## src/rtl/opspec_params.svh

```systemverilog
/*
 Constant macros for the operand specifier mode decoder: field positions,
 mode codes, special register numbers and fixed step sizes.
 Assumes inclusion by bare name from the decoder module.
*/
`ifndef OPSPEC_PARAMS_SVH
`define OPSPEC_PARAMS_SVH

`define MODE_HI        7
`define MODE_LO        4
`define REG_HI         3
`define REG_LO         0
`define MODE_LIT_MAX   4'h3
`define MODE_INDEX     4'h4
`define MODE_REG       4'h5
`define MODE_REGDEF    4'h6
`define MODE_AUTODEC   4'h7
`define MODE_AUTOINC   4'h8
`define MODE_AUTOINCDF 4'h9
`define MODE_BDISP     4'hA
`define MODE_BDISPDF   4'hB
`define MODE_WDISP     4'hC
`define MODE_WDISPDF   4'hD
`define MODE_LDISP     4'hE
`define MODE_LDISPDF   4'hF
`define REG_PC         4'hF
`define REG_SP         4'hE
`define PTR_STEP       32'h0000_0004
`define FIELD_LIMIT    7'h20

`endif

```

## src/rtl/opspec_pkg.sv

```systemverilog
/*
 Types shared by the operand specifier mode decoder.
 Assumes the params header sits beside it on the include path.
*/
package opspec_pkg;
	typedef enum logic [2:0] {
		ACC_READ   = 3'h0,
		ACC_MODIFY = 3'h1,
		ACC_WRITE  = 3'h2,
		ACC_FIELD  = 3'h3,
		ACC_ADDR   = 3'h4
	} access_t;

	typedef enum logic [2:0] {
		SIZE_BYTE  = 3'h0,
		SIZE_WORD  = 3'h1,
		SIZE_LONG  = 3'h2,
		SIZE_QUAD  = 3'h3,
		SIZE_OCTA  = 3'h4
	} dsize_t;

	typedef enum logic [4:0] {
		AM_LITERAL  = 5'h00,
		AM_REG      = 5'h01,
		AM_REGDEF   = 5'h02,
		AM_AUTODEC  = 5'h03,
		AM_AUTOINC  = 5'h04,
		AM_AUTOINCD = 5'h05,
		AM_DISP     = 5'h06,
		AM_DISPDEF  = 5'h07,
		AM_IMMED    = 5'h08,
		AM_ABSOLUTE = 5'h09,
		AM_REL      = 5'h0A,
		AM_RELDEF   = 5'h0B,
		AM_BAD      = 5'h1F
	} amode_t;

	typedef enum logic [2:0] {
		ST_IDLE = 3'b001,
		ST_BASE = 3'b010,
		ST_DONE = 3'b100
	} dstate_t;
endpackage
```

## src/rtl/operand_specifier_mode_decoder.sv

```systemverilog
/*
 Operand specifier mode decoder: classifies each general specifier,
 checks it against access and data type, forms the operand address and
 the register write-back for the stepping modes.
 Assumes the fetch unit presents the first specifier byte, any extension
 (displacement, base byte) and the register file contents in the same
 cycle as spec_valid, and that spec_valid is held off while busy.
*/
// Notes on behaviour
// - Mode 0-3 literal, 4 indexed, 5 reg, 6 deferred, 7-9 auto, A-F displacement.
// - Literal allowed only for read access; otherwise reserved mode fault.
// - Literal, register or indexed base under an index raises the fault.
// - Literal takes its value from the specifier; no register touched.
// - Autodecrement subtracts size, writes back, uses new value as address.
// - Literal, register, register deferred, autodecrement and immediate checked against access type or register; fault or unpredictable.
// - Register mode on stack pointer unpredictable for wide data or wide field.
// - Auto-stepping base with index equal to base register is unpredictable.
// - With program counter, modes 8, 9, A-F become immediate, absolute, relative.
// - Autoincrement uses register as address, then adds operand size.
// - Autoincrement deferred reads pointer, then adds four to the register.
// - Byte and word displacements are sign-extended to 32 bits.
// - Index scaled by size and added to base address; PC index faults.
`timescale 1ns/1ns
`include "opspec_params.svh"

module operand_specifier_mode_decoder import opspec_pkg::*; #(
	parameter int ADDR_W = 32
) (
	// Clock and reset
	input  wire logic              core_clk,
	input  wire logic              rst_n,
	// Specifier from fetch
	input  wire logic              spec_valid,
	input  wire logic [7:0]        spec_byte,
	input  wire logic [7:0]        base_byte,
	input  wire logic [31:0]       disp_ext,
	input  wire access_t           access_type,
	input  wire dsize_t            data_size,
	input  wire logic              field_wide,
	// Register file read values
	input  wire logic [ADDR_W-1:0] named_general_register,
	input  wire logic [ADDR_W-1:0] base_reg_value,
	// Result to operand stage
	output logic                   result_valid,
	output amode_t                 addr_mode,
	output logic [ADDR_W-1:0]      operand_addr,
	output logic [5:0]             literal_value,
	output logic                   is_literal,
	output logic                   deferred,
	output logic                   indexed,
	output logic                   reserved_fault,
	output logic                   unpredictable,
	// Register write-back
	output logic                   reg_wr_en,
	output logic [3:0]             reg_wr_num,
	output logic [ADDR_W-1:0]      reg_wr_data
);
	// Address arithmetic and displacement extension are fixed at 32 bits
	if (ADDR_W != 32) begin : g_width_check
		$error("operand_specifier_mode_decoder: ADDR_W must be 32");
	end

	// ------------------------------------------------------------
	// Decode helpers
	// ------------------------------------------------------------
	function automatic logic [ADDR_W-1:0] size_bytes(input dsize_t s);
		case (s)
			SIZE_BYTE: size_bytes = ADDR_W'(1);
			SIZE_WORD: size_bytes = ADDR_W'(2);
			SIZE_LONG: size_bytes = ADDR_W'(4);
			SIZE_QUAD: size_bytes = ADDR_W'(8);
			SIZE_OCTA: size_bytes = ADDR_W'(16);
			default:   size_bytes = ADDR_W'(4);
		endcase
	endfunction

	function automatic amode_t classify(input logic [3:0] m, input logic [3:0] r);
		logic pc;
		pc = (r == `REG_PC);
		if (m <= `MODE_LIT_MAX) classify = AM_LITERAL;
		else case (m)
			`MODE_REG:       classify = AM_REG;
			`MODE_REGDEF:    classify = AM_REGDEF;
			`MODE_AUTODEC:   classify = AM_AUTODEC;
			`MODE_AUTOINC:   classify = pc ? AM_IMMED : AM_AUTOINC;
			`MODE_AUTOINCDF: classify = pc ? AM_ABSOLUTE : AM_AUTOINCD;
			`MODE_BDISP, `MODE_WDISP, `MODE_LDISP:
				classify = pc ? AM_REL : AM_DISP;
			`MODE_BDISPDF, `MODE_WDISPDF, `MODE_LDISPDF:
				classify = pc ? AM_RELDEF : AM_DISPDEF;
			default:         classify = AM_BAD;
		endcase
	endfunction

	// Sign-extended displacement by mode width
	function automatic logic [31:0] disp32(input logic [3:0] m, input logic [31:0] d);
		case (m)
			`MODE_BDISP, `MODE_BDISPDF: disp32 = {{24{d[7]}}, d[7:0]};
			`MODE_WDISP, `MODE_WDISPDF: disp32 = {{16{d[15]}}, d[15:0]};
			default:                    disp32 = d;
		endcase
	endfunction

	// ------------------------------------------------------------
	// Combinational decode of the current specifier
	// ------------------------------------------------------------
	logic [3:0]        p_mode;
	logic [3:0]        p_reg;
	logic              is_idx;
	logic [3:0]        b_mode;
	logic [3:0]        b_reg;
	amode_t            b_class;
	logic [ADDR_W-1:0] sz;
	logic [ADDR_W-1:0] ea;
	logic [ADDR_W-1:0] wb;
	logic              wb_en;
	logic              flt;
	logic              unp;
	logic              wide;

	assign p_mode  = spec_byte[`MODE_HI:`MODE_LO];
	assign p_reg   = spec_byte[`REG_HI:`REG_LO];
	assign is_idx  = (p_mode == `MODE_INDEX);
	assign b_mode  = is_idx ? base_byte[`MODE_HI:`MODE_LO] : p_mode;
	assign b_reg   = is_idx ? base_byte[`REG_HI:`REG_LO] : p_reg;
	assign b_class = classify(b_mode, b_reg);
	assign sz      = size_bytes(data_size);
	assign wide    = (data_size == SIZE_QUAD) || (data_size == SIZE_OCTA);

	always_comb begin
		ea    = base_reg_value;
		wb    = base_reg_value;
		wb_en = 1'b0;
		flt   = 1'b0;
		unp   = 1'b0;
		case (b_class)
			AM_LITERAL: begin
				ea = '0;
				if (access_type != ACC_READ) flt = 1'b1;
				if (is_idx) flt = 1'b1;
			end
			AM_REG: begin
				if (access_type == ACC_ADDR) flt = 1'b1;
				if (is_idx) flt = 1'b1;
				if (b_reg == `REG_PC) unp = 1'b1;
				if (b_reg == `REG_SP && (wide || (access_type == ACC_FIELD && field_wide)))
					unp = 1'b1;
			end
			AM_REGDEF: begin
				if (b_reg == `REG_PC) unp = 1'b1;
			end
			AM_AUTODEC: begin
				wb    = base_reg_value - sz;
				ea    = wb;
				wb_en = 1'b1;
				if (b_reg == `REG_PC) unp = 1'b1;
			end
			AM_AUTOINC, AM_IMMED: begin
				wb    = base_reg_value + sz;
				wb_en = 1'b1;
				if (b_class == AM_IMMED && (access_type == ACC_MODIFY || access_type == ACC_WRITE))
					unp = 1'b1;
			end
			AM_AUTOINCD, AM_ABSOLUTE: begin
				wb    = base_reg_value + `PTR_STEP;
				wb_en = 1'b1;
			end
			AM_DISP, AM_DISPDEF, AM_REL, AM_RELDEF: begin
				ea = base_reg_value + disp32(b_mode, disp_ext);
			end
			default: flt = 1'b1;
		endcase
		if (is_idx) begin
			if (b_mode == `MODE_INDEX) flt = 1'b1;
			if (p_reg == `REG_PC) flt = 1'b1;
			if ((b_class == AM_AUTODEC || b_class == AM_AUTOINC || b_class == AM_AUTOINCD)
				&& p_reg == b_reg)
				unp = 1'b1;
			ea = ea + (named_general_register << data_size);
		end
		if (flt)
			wb_en = 1'b0;
	end

	// ------------------------------------------------------------
	// Result registers
	// ------------------------------------------------------------
	always_ff @(posedge core_clk) begin
		if (!rst_n) begin
			result_valid   <= 1'b0;
			addr_mode      <= AM_LITERAL;
			operand_addr   <= '0;
			literal_value  <= 6'h00;
			is_literal     <= 1'b0;
			deferred       <= 1'b0;
			indexed        <= 1'b0;
			reserved_fault <= 1'b0;
			unpredictable  <= 1'b0;
		end else begin
			result_valid   <= spec_valid;
			if (spec_valid) begin
				addr_mode      <= b_class;
				operand_addr   <= ea;
				literal_value  <= spec_byte[5:0];
				is_literal     <= (b_class == AM_LITERAL);
				deferred       <= b_class inside {AM_AUTOINCD, AM_DISPDEF, AM_ABSOLUTE, AM_RELDEF};
				indexed        <= is_idx;
				reserved_fault <= flt;
				unpredictable  <= unp;
			end
		end
	end

	// Write-back is a one-cycle pulse; suppressed on fault so a retry is clean
	always_ff @(posedge core_clk) begin
		if (!rst_n) begin
			reg_wr_en   <= 1'b0;
			reg_wr_num  <= 4'h0;
			reg_wr_data <= '0;
		end else begin
			reg_wr_en   <= spec_valid && wb_en;
			reg_wr_num  <= b_reg;
			reg_wr_data <= wb;
		end
	end

	// ------------------------------------------------------------
	// Checks
	// ------------------------------------------------------------
	lit_access_a: assert property (@(posedge core_clk) disable iff (!rst_n)
		spec_valid && spec_byte[7:6] == 2'b00 && access_type != ACC_READ
		|=> reserved_fault)
		else $error("literal with non-read access did not fault");

	lit_no_reg_a: assert property (@(posedge core_clk) disable iff (!rst_n)
		spec_valid && spec_byte[7:6] == 2'b00 |=> !reg_wr_en && is_literal)
		else $error("literal touched a register");

	idx_base_a: assert property (@(posedge core_clk) disable iff (!rst_n)
		spec_valid && is_idx && (base_byte[7:4] <= `MODE_REG) |=> reserved_fault)
		else $error("bad index base did not fault");

	autodec_wb_a: assert property (@(posedge core_clk) disable iff (!rst_n)
		spec_valid && !is_idx && p_mode == `MODE_AUTODEC
		|=> reg_wr_en && reg_wr_data == operand_addr
		&& reg_wr_data == $past(base_reg_value) - $past(sz))
		else $error("autodecrement write-back wrong");

	autoinc_step_a: assert property (@(posedge core_clk) disable iff (!rst_n)
		spec_valid && !is_idx && p_mode == `MODE_AUTOINC
		|=> reg_wr_en && operand_addr == $past(base_reg_value)
		&& reg_wr_data == $past(base_reg_value) + $past(sz))
		else $error("autoincrement step wrong");

	incdef_step_a: assert property (@(posedge core_clk) disable iff (!rst_n)
		spec_valid && !is_idx && p_mode == `MODE_AUTOINCDF
		|=> reg_wr_en && reg_wr_data == $past(base_reg_value) + `PTR_STEP)
		else $error("autoincrement deferred step not four");

	sp_wide_a: assert property (@(posedge core_clk) disable iff (!rst_n)
		spec_valid && spec_byte == {`MODE_REG, `REG_SP} && wide |=> unpredictable)
		else $error("wide stack pointer register mode not flagged");

	idx_same_a: assert property (@(posedge core_clk) disable iff (!rst_n)
		spec_valid && is_idx && base_byte[7:4] inside {`MODE_AUTODEC, `MODE_AUTOINC}
		&& base_byte[3:0] == p_reg && base_byte[3:0] != `REG_PC |=> unpredictable)
		else $error("index equals stepped base not flagged");

	pc_index_a: assert property (@(posedge core_clk) disable iff (!rst_n)
		spec_valid && is_idx && p_reg == `REG_PC |=> reserved_fault && !reg_wr_en)
		else $error("program counter index did not fault");

	pc_immed_a: assert property (@(posedge core_clk) disable iff (!rst_n)
		spec_valid && spec_byte == {`MODE_AUTOINC, `REG_PC} |=> addr_mode == AM_IMMED)
		else $error("immediate not decoded");
endmodule

```

## config.mk

```make
export PLATFORM = sky130hd
export DESIGN_NAME = operand_specifier_mode_decoder
export DESIGN_NICKNAME = d
export VERILOG_FILES = /design/src/rtl/opspec_pkg.sv /design/src/rtl/operand_specifier_mode_decoder.sv
export VERILOG_INCLUDE_DIRS = /design/src /design/src/rtl
export SDC_FILE = /design/constraint.sdc
export NUM_CORES = 1
export LEC_CHECK = 0
export ABC_AREA = 1
export BUFFER_PORTS_ARGS = -buffer_cell sky130_fd_sc_hd__buf_2
export CELL_PAD_IN_SITES_DETAIL_PLACEMENT = 0
export CELL_PAD_IN_SITES_GLOBAL_PLACEMENT = 1
export CORE_MARGIN = 1
export CORE_UTILIZATION = 42
export DETAILED_ROUTE_END_ITERATION = 10
export PLACE_DENSITY_LB_ADDON = 0.1
export SYNTH_ARGS = -nofsm -noshare
export SYNTH_HDL_FRONTEND = slang
export SYNTH_SLANG_ARGS = --single-unit
```

## constraint.sdc

```tcl
create_clock -name core_clk -period 9 [get_ports core_clk]
set_clock_uncertainty 0.15 [all_clocks]
set_input_delay 0.9 -clock core_clk [delete_from_list [all_inputs] [get_ports core_clk]]
set_output_delay 0.9 -clock core_clk [all_outputs]
set_load 0.02 [all_outputs]
```

==> results_dict.tcl, run 1 <==
set metrics [dict create \
    worstSetupPathDepth 29 \
    max_freq_mhz 153.2 \
    worst_path_dominant_cell_family "simple AND/OR/NAND/NOR gates" \
    antenna_left 0 \
    yosys.cell_count.top_type "nand2_1" \
    synth.net_count 2315 \
    cts.repair.resized 0 \
    timing.final.max_slew_violations 0 \
    fin_tns_setup_ns 0 \
    timing.hold.worst.start "operand_addr[28]$_SDFFE_PN0P_" \
    dieWidth_um 170.7 \
    final_cells 2643 \
    grt_pass1_wl_um 80820 \
    floorplan.rows 61 \
    vdd_ir_drop_max_uv 75.35 \
    final_nets 2460 \
    post_synth_edffs 0 \
    antenna_found_initial 1 \
    end_kind "flip-flop" \
    min_to "operand_addr[28]$_SDFFE_PN0P_" \
    design.portCount 208 \
    final_design_area_no_fill_um2 13480 \
    design.core.area_um2 27860 \
    dpl_cell_area_um2 13160 \
    drtPass1Iterations 7 \
    wl_um 54500 \
    r2r_setup_slack_ns 8.01 \
    netlist_top_cells_count "nand2_1, inv_1, nor2_1" \
    sequential_share_of_the_synthesized_area_pct 14.41 \
    setup-violations-final 0 \
    drt-wirelength-per-cell_um 20.62 \
    power.density_nw_per_um2 141.5 \
    clock_tree_from_tritoncts "done" \
    yosysWarningCount 0 \
    drt_drc_violations_left 0 \
    buffer_ports.inserted 207 \
    cts_post_setup_buffers_inserted 0 \
    iter_0_drt_violations 1890 \
    crit_path_top_delay_cell "clkinv_1" \
    relSlewSlack_pct 41.47 \
    report.final.hold_viol_count 0 \
    place.detailed.instances 2627 \
    crit_path_start "data_size[2]" \
    postSynth.asyncResetShare_pct 0 \
    crit_path_max_incr_delay_ns 0.70 \
    dp.final_hpwl_um 43990 \
    hp-class "reg2reg" \
    worst_path_most_repeated_cell "nand2_1" \
    post-synth-top-area-fraction_pct 17.81 \
    static-leakage-power_nw 6.607 \
    fp.dieH_um 170.7 \
    synth_area_leader_cell "nand2_1" \
    via_count_of_the_first_global_routing_pass 13440 \
    synth_cells 2115 \
    cp-start-kind "input port" \
    area.growth.synth_to_final_pct 12.84 \
    worst-endpoint-arrival_ns 6.69 \
    setup_repair_after_global_routing_missed_its_margin "no" \
    ys_ff_latch 86 \
    grt_usage_pct 36.97 \
    drt-vias-per-instance 5.770 \
    worst-r2r-cell-count 3 \
    initial_utilization_pct 42.90 \
    cts_buffer_depth 2 \
    syn_avg_cell_area_um2 5.650 \
    cts_htree_levels 3 \
    grt_max_degree 59 \
    die_area_um2 29130 \
    cap_viol_max_count 0 \
    dominant_register_cell_in_the_synthesized_netlist "dfxtp_1" \
    timing_worst_slew_pin_value_ns 0.8759 \
    gr-total-overflow 0 \
    cts.hold.buffers_added 0 \
    clock_insertion_delay_worst_skew_ns 0.37 \
    post_route_cells_drive_above_1_share_pct 12.28 \
    gp_routability_congestion 1.008 \
    hold-path-cell-count 2 \
    post_synth_num_cell_types 59 \
    criticalPathCategory "in2reg" \
    numCtsBuffers 9 \
    finalWorstPathRequiredPeriod_ns 6.527 \
    worst-path-buf-inv 3 \
    final.period_utilization_pct 72.53 \
    critical_path.max_fanout 27 \
    crit-reg2reg-capture "operand_addr[25]$_SDFFE_PN0P_" \
    worst-endpoint-required_ns 9.17 \
    biggest_area_contributors_in_the_synthesized_netlist "nand2_1, dfxtp_1, nand3_1, ha_1, inv_1" \
    cts.reportedPaths.clkPinSlew_ns 0.08 \
    clock_sinks 86 \
    outcome "completed" \
    vias 15250 \
    netlist_area_um2 11950 \
    ctsRootBufferMaster "clkbuf_16" \
    worstReg2RegStart "operand_addr[25]$_SDFFE_PN0P_" \
]
==> tightest hold or removal path: cells and delay by family (launching register included) <==
| kind | cells | cell delay [ns] |
|---|---|---|
| compound gates | 1 | 0.06 |
| simple gates | 1 | 0.06 |
| flops | 1 | 0.31 |
==> logic make-up (layout without fill, tap and decap cells) <==
kind of cell | Yosys count | in the layout | share of synthesized area (%)
multiplexers | 26 | 26 | 2.178
AO/OA/AOI/OAI | 472 | 472 | 22.92
XOR/XNOR | 31 | 31 | 2.272
AND/OR/NAND/NOR | 1093 | 1093 | 39.06
other | 0 | 1 | 0
flip-flops | 86 | 86 | 14.41
adder cells (fa/ha/maj) | 78 | 78 | 8.418
buffers and inverters | 329 | 478 | 10.74
==> power by group <==
part	switching (mW)	leakage, nW	internal, mW
sequential	0.0128	0.711	0.411
combinational	0.722	5.74	0.309
clock	0.202	0.151	0.251
total	0.937	6.61	0.971
==> layout by cell type, fill, tap and decap left out, types with 15 or more instances in the layout <==
master and count:
nand2_1 567, inv_1 238, nor2_1 232, buf_2 207
nand3_1 187, o21ai_0 178, a21oi_1 160, dfxtp_1 86
ha_1 74, nand4_1 29, nor3_1 29, mux2i_1 26
xor2_1 25, a31oi_1 21, a41oi_1 15
==> flip-flops by register name, indices dropped and copies added, names as in the netlist, 4 cells and up <==
register	count
operand_addr	32
reg_wr_data	32
literal_value	6
addr_mode	5
reg_wr_num	4
==> final cells by class <==
type	count	area (µm²)
Fill cell	3070	14370
Sequential cell	86	1722
Clock buffer	10	239.0
Timing Repair Buffer	213	1081
Inverter	250	938.4
Antenna cell	1	2.502
Tap cell	378	473.0
Multi-Input combinational cell	1700	8945
Clock inverter	5	83.83
==> worst max-delay path by stage <==
stage / endpoint / slack [ns]
after global placement: operand_addr[27]$_SDFFE_PN0P_ / 2.24
final: operand_addr[31]$_SDFFE_PN0P_ / 2.47
after floorplan: operand_addr[30]$_SDFFE_PN0P_ / 4.11
after detailed placement: operand_addr[31]$_SDFFE_PN0P_ / 2.26
after global routing: operand_addr[31]$_SDFFE_PN0P_ / 2.06
after CTS: operand_addr[31]$_SDFFE_PN0P_ / 2.60
==> per-layer routing <==
layer	wire length, µm	global-route usage, %
met5	0	0
met4	1439	10.93
met3	5633	6.061
met2	21590	52.65
met1	25830	55.65
==> metrics by stage <==
stage / hold WS (ns) / util [%] / power (mW) / setup slack (ns)
floorplan: 0.3950 / - / 1.099 / 4.107
global placement: 0.3016 / 47.24 / 1.434 / 2.244
detailed placement: 0.3086 / 47.24 / 1.430 / 2.260
CTS: 0.3199 / 48.39 / 1.879 / 2.597
global route: 0.3350 / 48.39 / 2.010 / 2.058
finish: 0.3179 / 48.40 / 1.908 / 2.473
(Power assumes the default switching activity.)
==> run 2: changes to the inputs <==
Settings changed: CORE_UTILIZATION 42 to 36.
Clock period 9 ns to 5.85 ns, I/O delays scaled along.
==> run 2 against run 1 <==
Largest cell class unchanged. Critical path type unchanged. Via count barely moved. Cell count grew 3.9%. Clock-buffer cell count did not move. Highest routed layer is now met5. Clock power increased by 41%. Global-route usage decreased by 3.4 points. Routed wire length increased by 5.7%. Register-to-register slack lost 3.1 ns. Flip-flop and latch count unchanged.
==> results_dict.tcl, run 2 (same netlist as run 1, synthesis figures left out) <==
set metrics [dict create \
    gp_routability_congestion 0.9789 \
    regArea_um2 1722 \
    cts_buffer_depth 2 \
    iter_0_drt_violations 1449 \
    drtPass1Iterations 6 \
    leading_registers_by_flop_count "operand_addr (32), reg_wr_data (32), literal_value (6)" \
    gr-total-overflow 0 \
    criticalPathCategory "in2reg" \
    worst-endpoint-required_ns 5.95 \
    filler_cell_count 3691 \
    cts.hold.buffers_added 0 \
    timing.final.max_slew_violations 0 \
    utilization_after_layout_pct 42.51 \
    dpl_cell_area_um2 13550 \
    die_area_um2 33930 \
    area.growth.synth_to_final_pct 16.04 \
    post_route_cells_drive_above_1_share_pct 13.94 \
    worst_path_most_repeated_cell "nand2_1" \
    timing_worst_slew_pin_value_ns 0.9984 \
    final_design_area_no_fill_um2 13870 \
    grt_max_degree 37 \
    layout.cells.most_common "nand2_1" \
    fp.dieH_um 184.2 \
    antenna-diode-count 0 \
    finalWorstPathRequiredPeriod_ns 5.521 \
    crit_path_top_delay_cell "o21ai_2" \
    ctsRootBufferMaster "clkbuf_16" \
    numCtsBuffers 9 \
    crit_path_max_incr_delay_ns 0.36 \
    vdd_ir_drop_max_uv 150.9 \
    end_kind "flip-flop" \
    finalPower_mw 2.937 \
    grt_pass1_wl_um 84730 \
    hp-class "reg2reg" \
    dp.final_hpwl_um 47220 \
    worst-path-buf-inv 4 \
    cap_viol_max_count 0 \
    clock_sinks 86 \
    initial_utilization_pct 36.64 \
    vias 15250 \
    design.portCount 208 \
    outcome "completed" \
    setup-violations-final 0 \
    drt-vias-per-instance 5.557 \
    drt_drc_violations_left 0 \
    fin_tns_setup_ns 0 \
    max_freq_mhz 181.1 \
    worst_path_dominant_cell_family "compound AO/OA/AOI/OAI gates" \
    area_of_combinational_cells_with_multiple_inputs_um2 8970 \
    dieWidth_um 184.2 \
    floorplan.rows 66 \
    setup_repair_after_global_routing_missed_its_margin "no" \
    clock_insertion_delay_worst_skew_ns 0.37 \
    clock_tree_from_tritoncts "done" \
    grt_usage_pct 33.55 \
    relSlewSlack_pct 33.28 \
    via_count_of_the_first_global_routing_pass 13550 \
    buffer_ports.inserted 207 \
    power.density_nw_per_um2 211.8 \
    design.core.area_um2 32620 \
    static-leakage-power_nw 6.799 \
    critical_path.max_fanout 19 \
    cts_htree_levels 3 \
    commonest_non_fill_non_tap_cells_in_the_layout "nand2_1, inv_1, nor2_1" \
    final_nets 2499 \
    wl_um 57610 \
    antenna_found_initial 2 \
    cts.reportedPaths.clkPinSlew_ns 0.08 \
    antenna_left 0 \
    final.period_utilization_pct 94.38 \
    cp-start-kind "input port" \
    worst-endpoint-arrival_ns 5.62 \
    drt-wirelength-per-cell_um 20.99 \
    report.final.hold_viol_count 0 \
]
==> run 2: timing repair <==
item,CTS,global route
resized for setup,0,4
buffers inserted,0,0
endpoints found under the setup margin,0,5
==> run 2: where the power goes <==
part           internal (mW)  total (mW)  switching (mW)
Clock                  0.342       0.639           0.297
Combinational          0.518        1.65            1.13
Sequential             0.633       0.652          0.0198
==> run 2: metal layers <==
metal / part of all wire [%] / track usage (%) / vias to the layer above
li1: - / - / 7453
met5: 0.017 / 0 / -
met2: 41 / 49.65 / 695
met3: 7.8 / 4.880 / 77
met4: 2.6 / 10.20 / 2
met1: 48 / 49.34 / 7026
==> run 2: final cells by class <==
| class | instances | share of cell area, % |
|---|---|---|
| tap | 442 | 3.988 |
| inverter | 250 | 6.767 |
| clock buffer | 10 | 1.723 |
| timing repair buffer | 252 | 9.997 |
| multi-input combinational | 1700 | 64.68 |
| clock inverter | 5 | 0.4241 |
| sequential | 86 | 12.42 |
==> run 2: worst paths after layout <==
path / depth (start not counted) / end / startpoint / slack (ns)
max: 31 / operand_addr[30]$_SDFFE_PN0P_ / spec_byte[4] / 0.33
min: 2 / operand_addr[27]$_SDFFE_PN0P_ / operand_addr[27]$_SDFFE_PN0P_ / 0.32
max reg2reg: 3 / operand_addr[22]$_SDFFE_PN0P_ / operand_addr[22]$_SDFFE_PN0P_ / 4.90
min reg2reg: 2 / operand_addr[27]$_SDFFE_PN0P_ / operand_addr[27]$_SDFFE_PN0P_ / 0.32
==> run 2: tightest hold or removal path, delay by kind of cell (launching register included) <==
family,cells,cell delay (ns)
DFF,1,0.31
and+or+nand+nor,1,0.06
AOI/OAI and AO/OA,1,0.06
==> run 2: per-stage QoR <==
step                setup slack (ns)  instances  hold WS (ns)
floorplan                      1.272       2115        0.3950
global placement            -0.07407       2730        0.3094
detailed placement          -0.07300       2730        0.3113
CTS                           0.3288       2745        0.3232
global route                 0.03696       2745        0.3417
finish                        0.3288       2745        0.3215
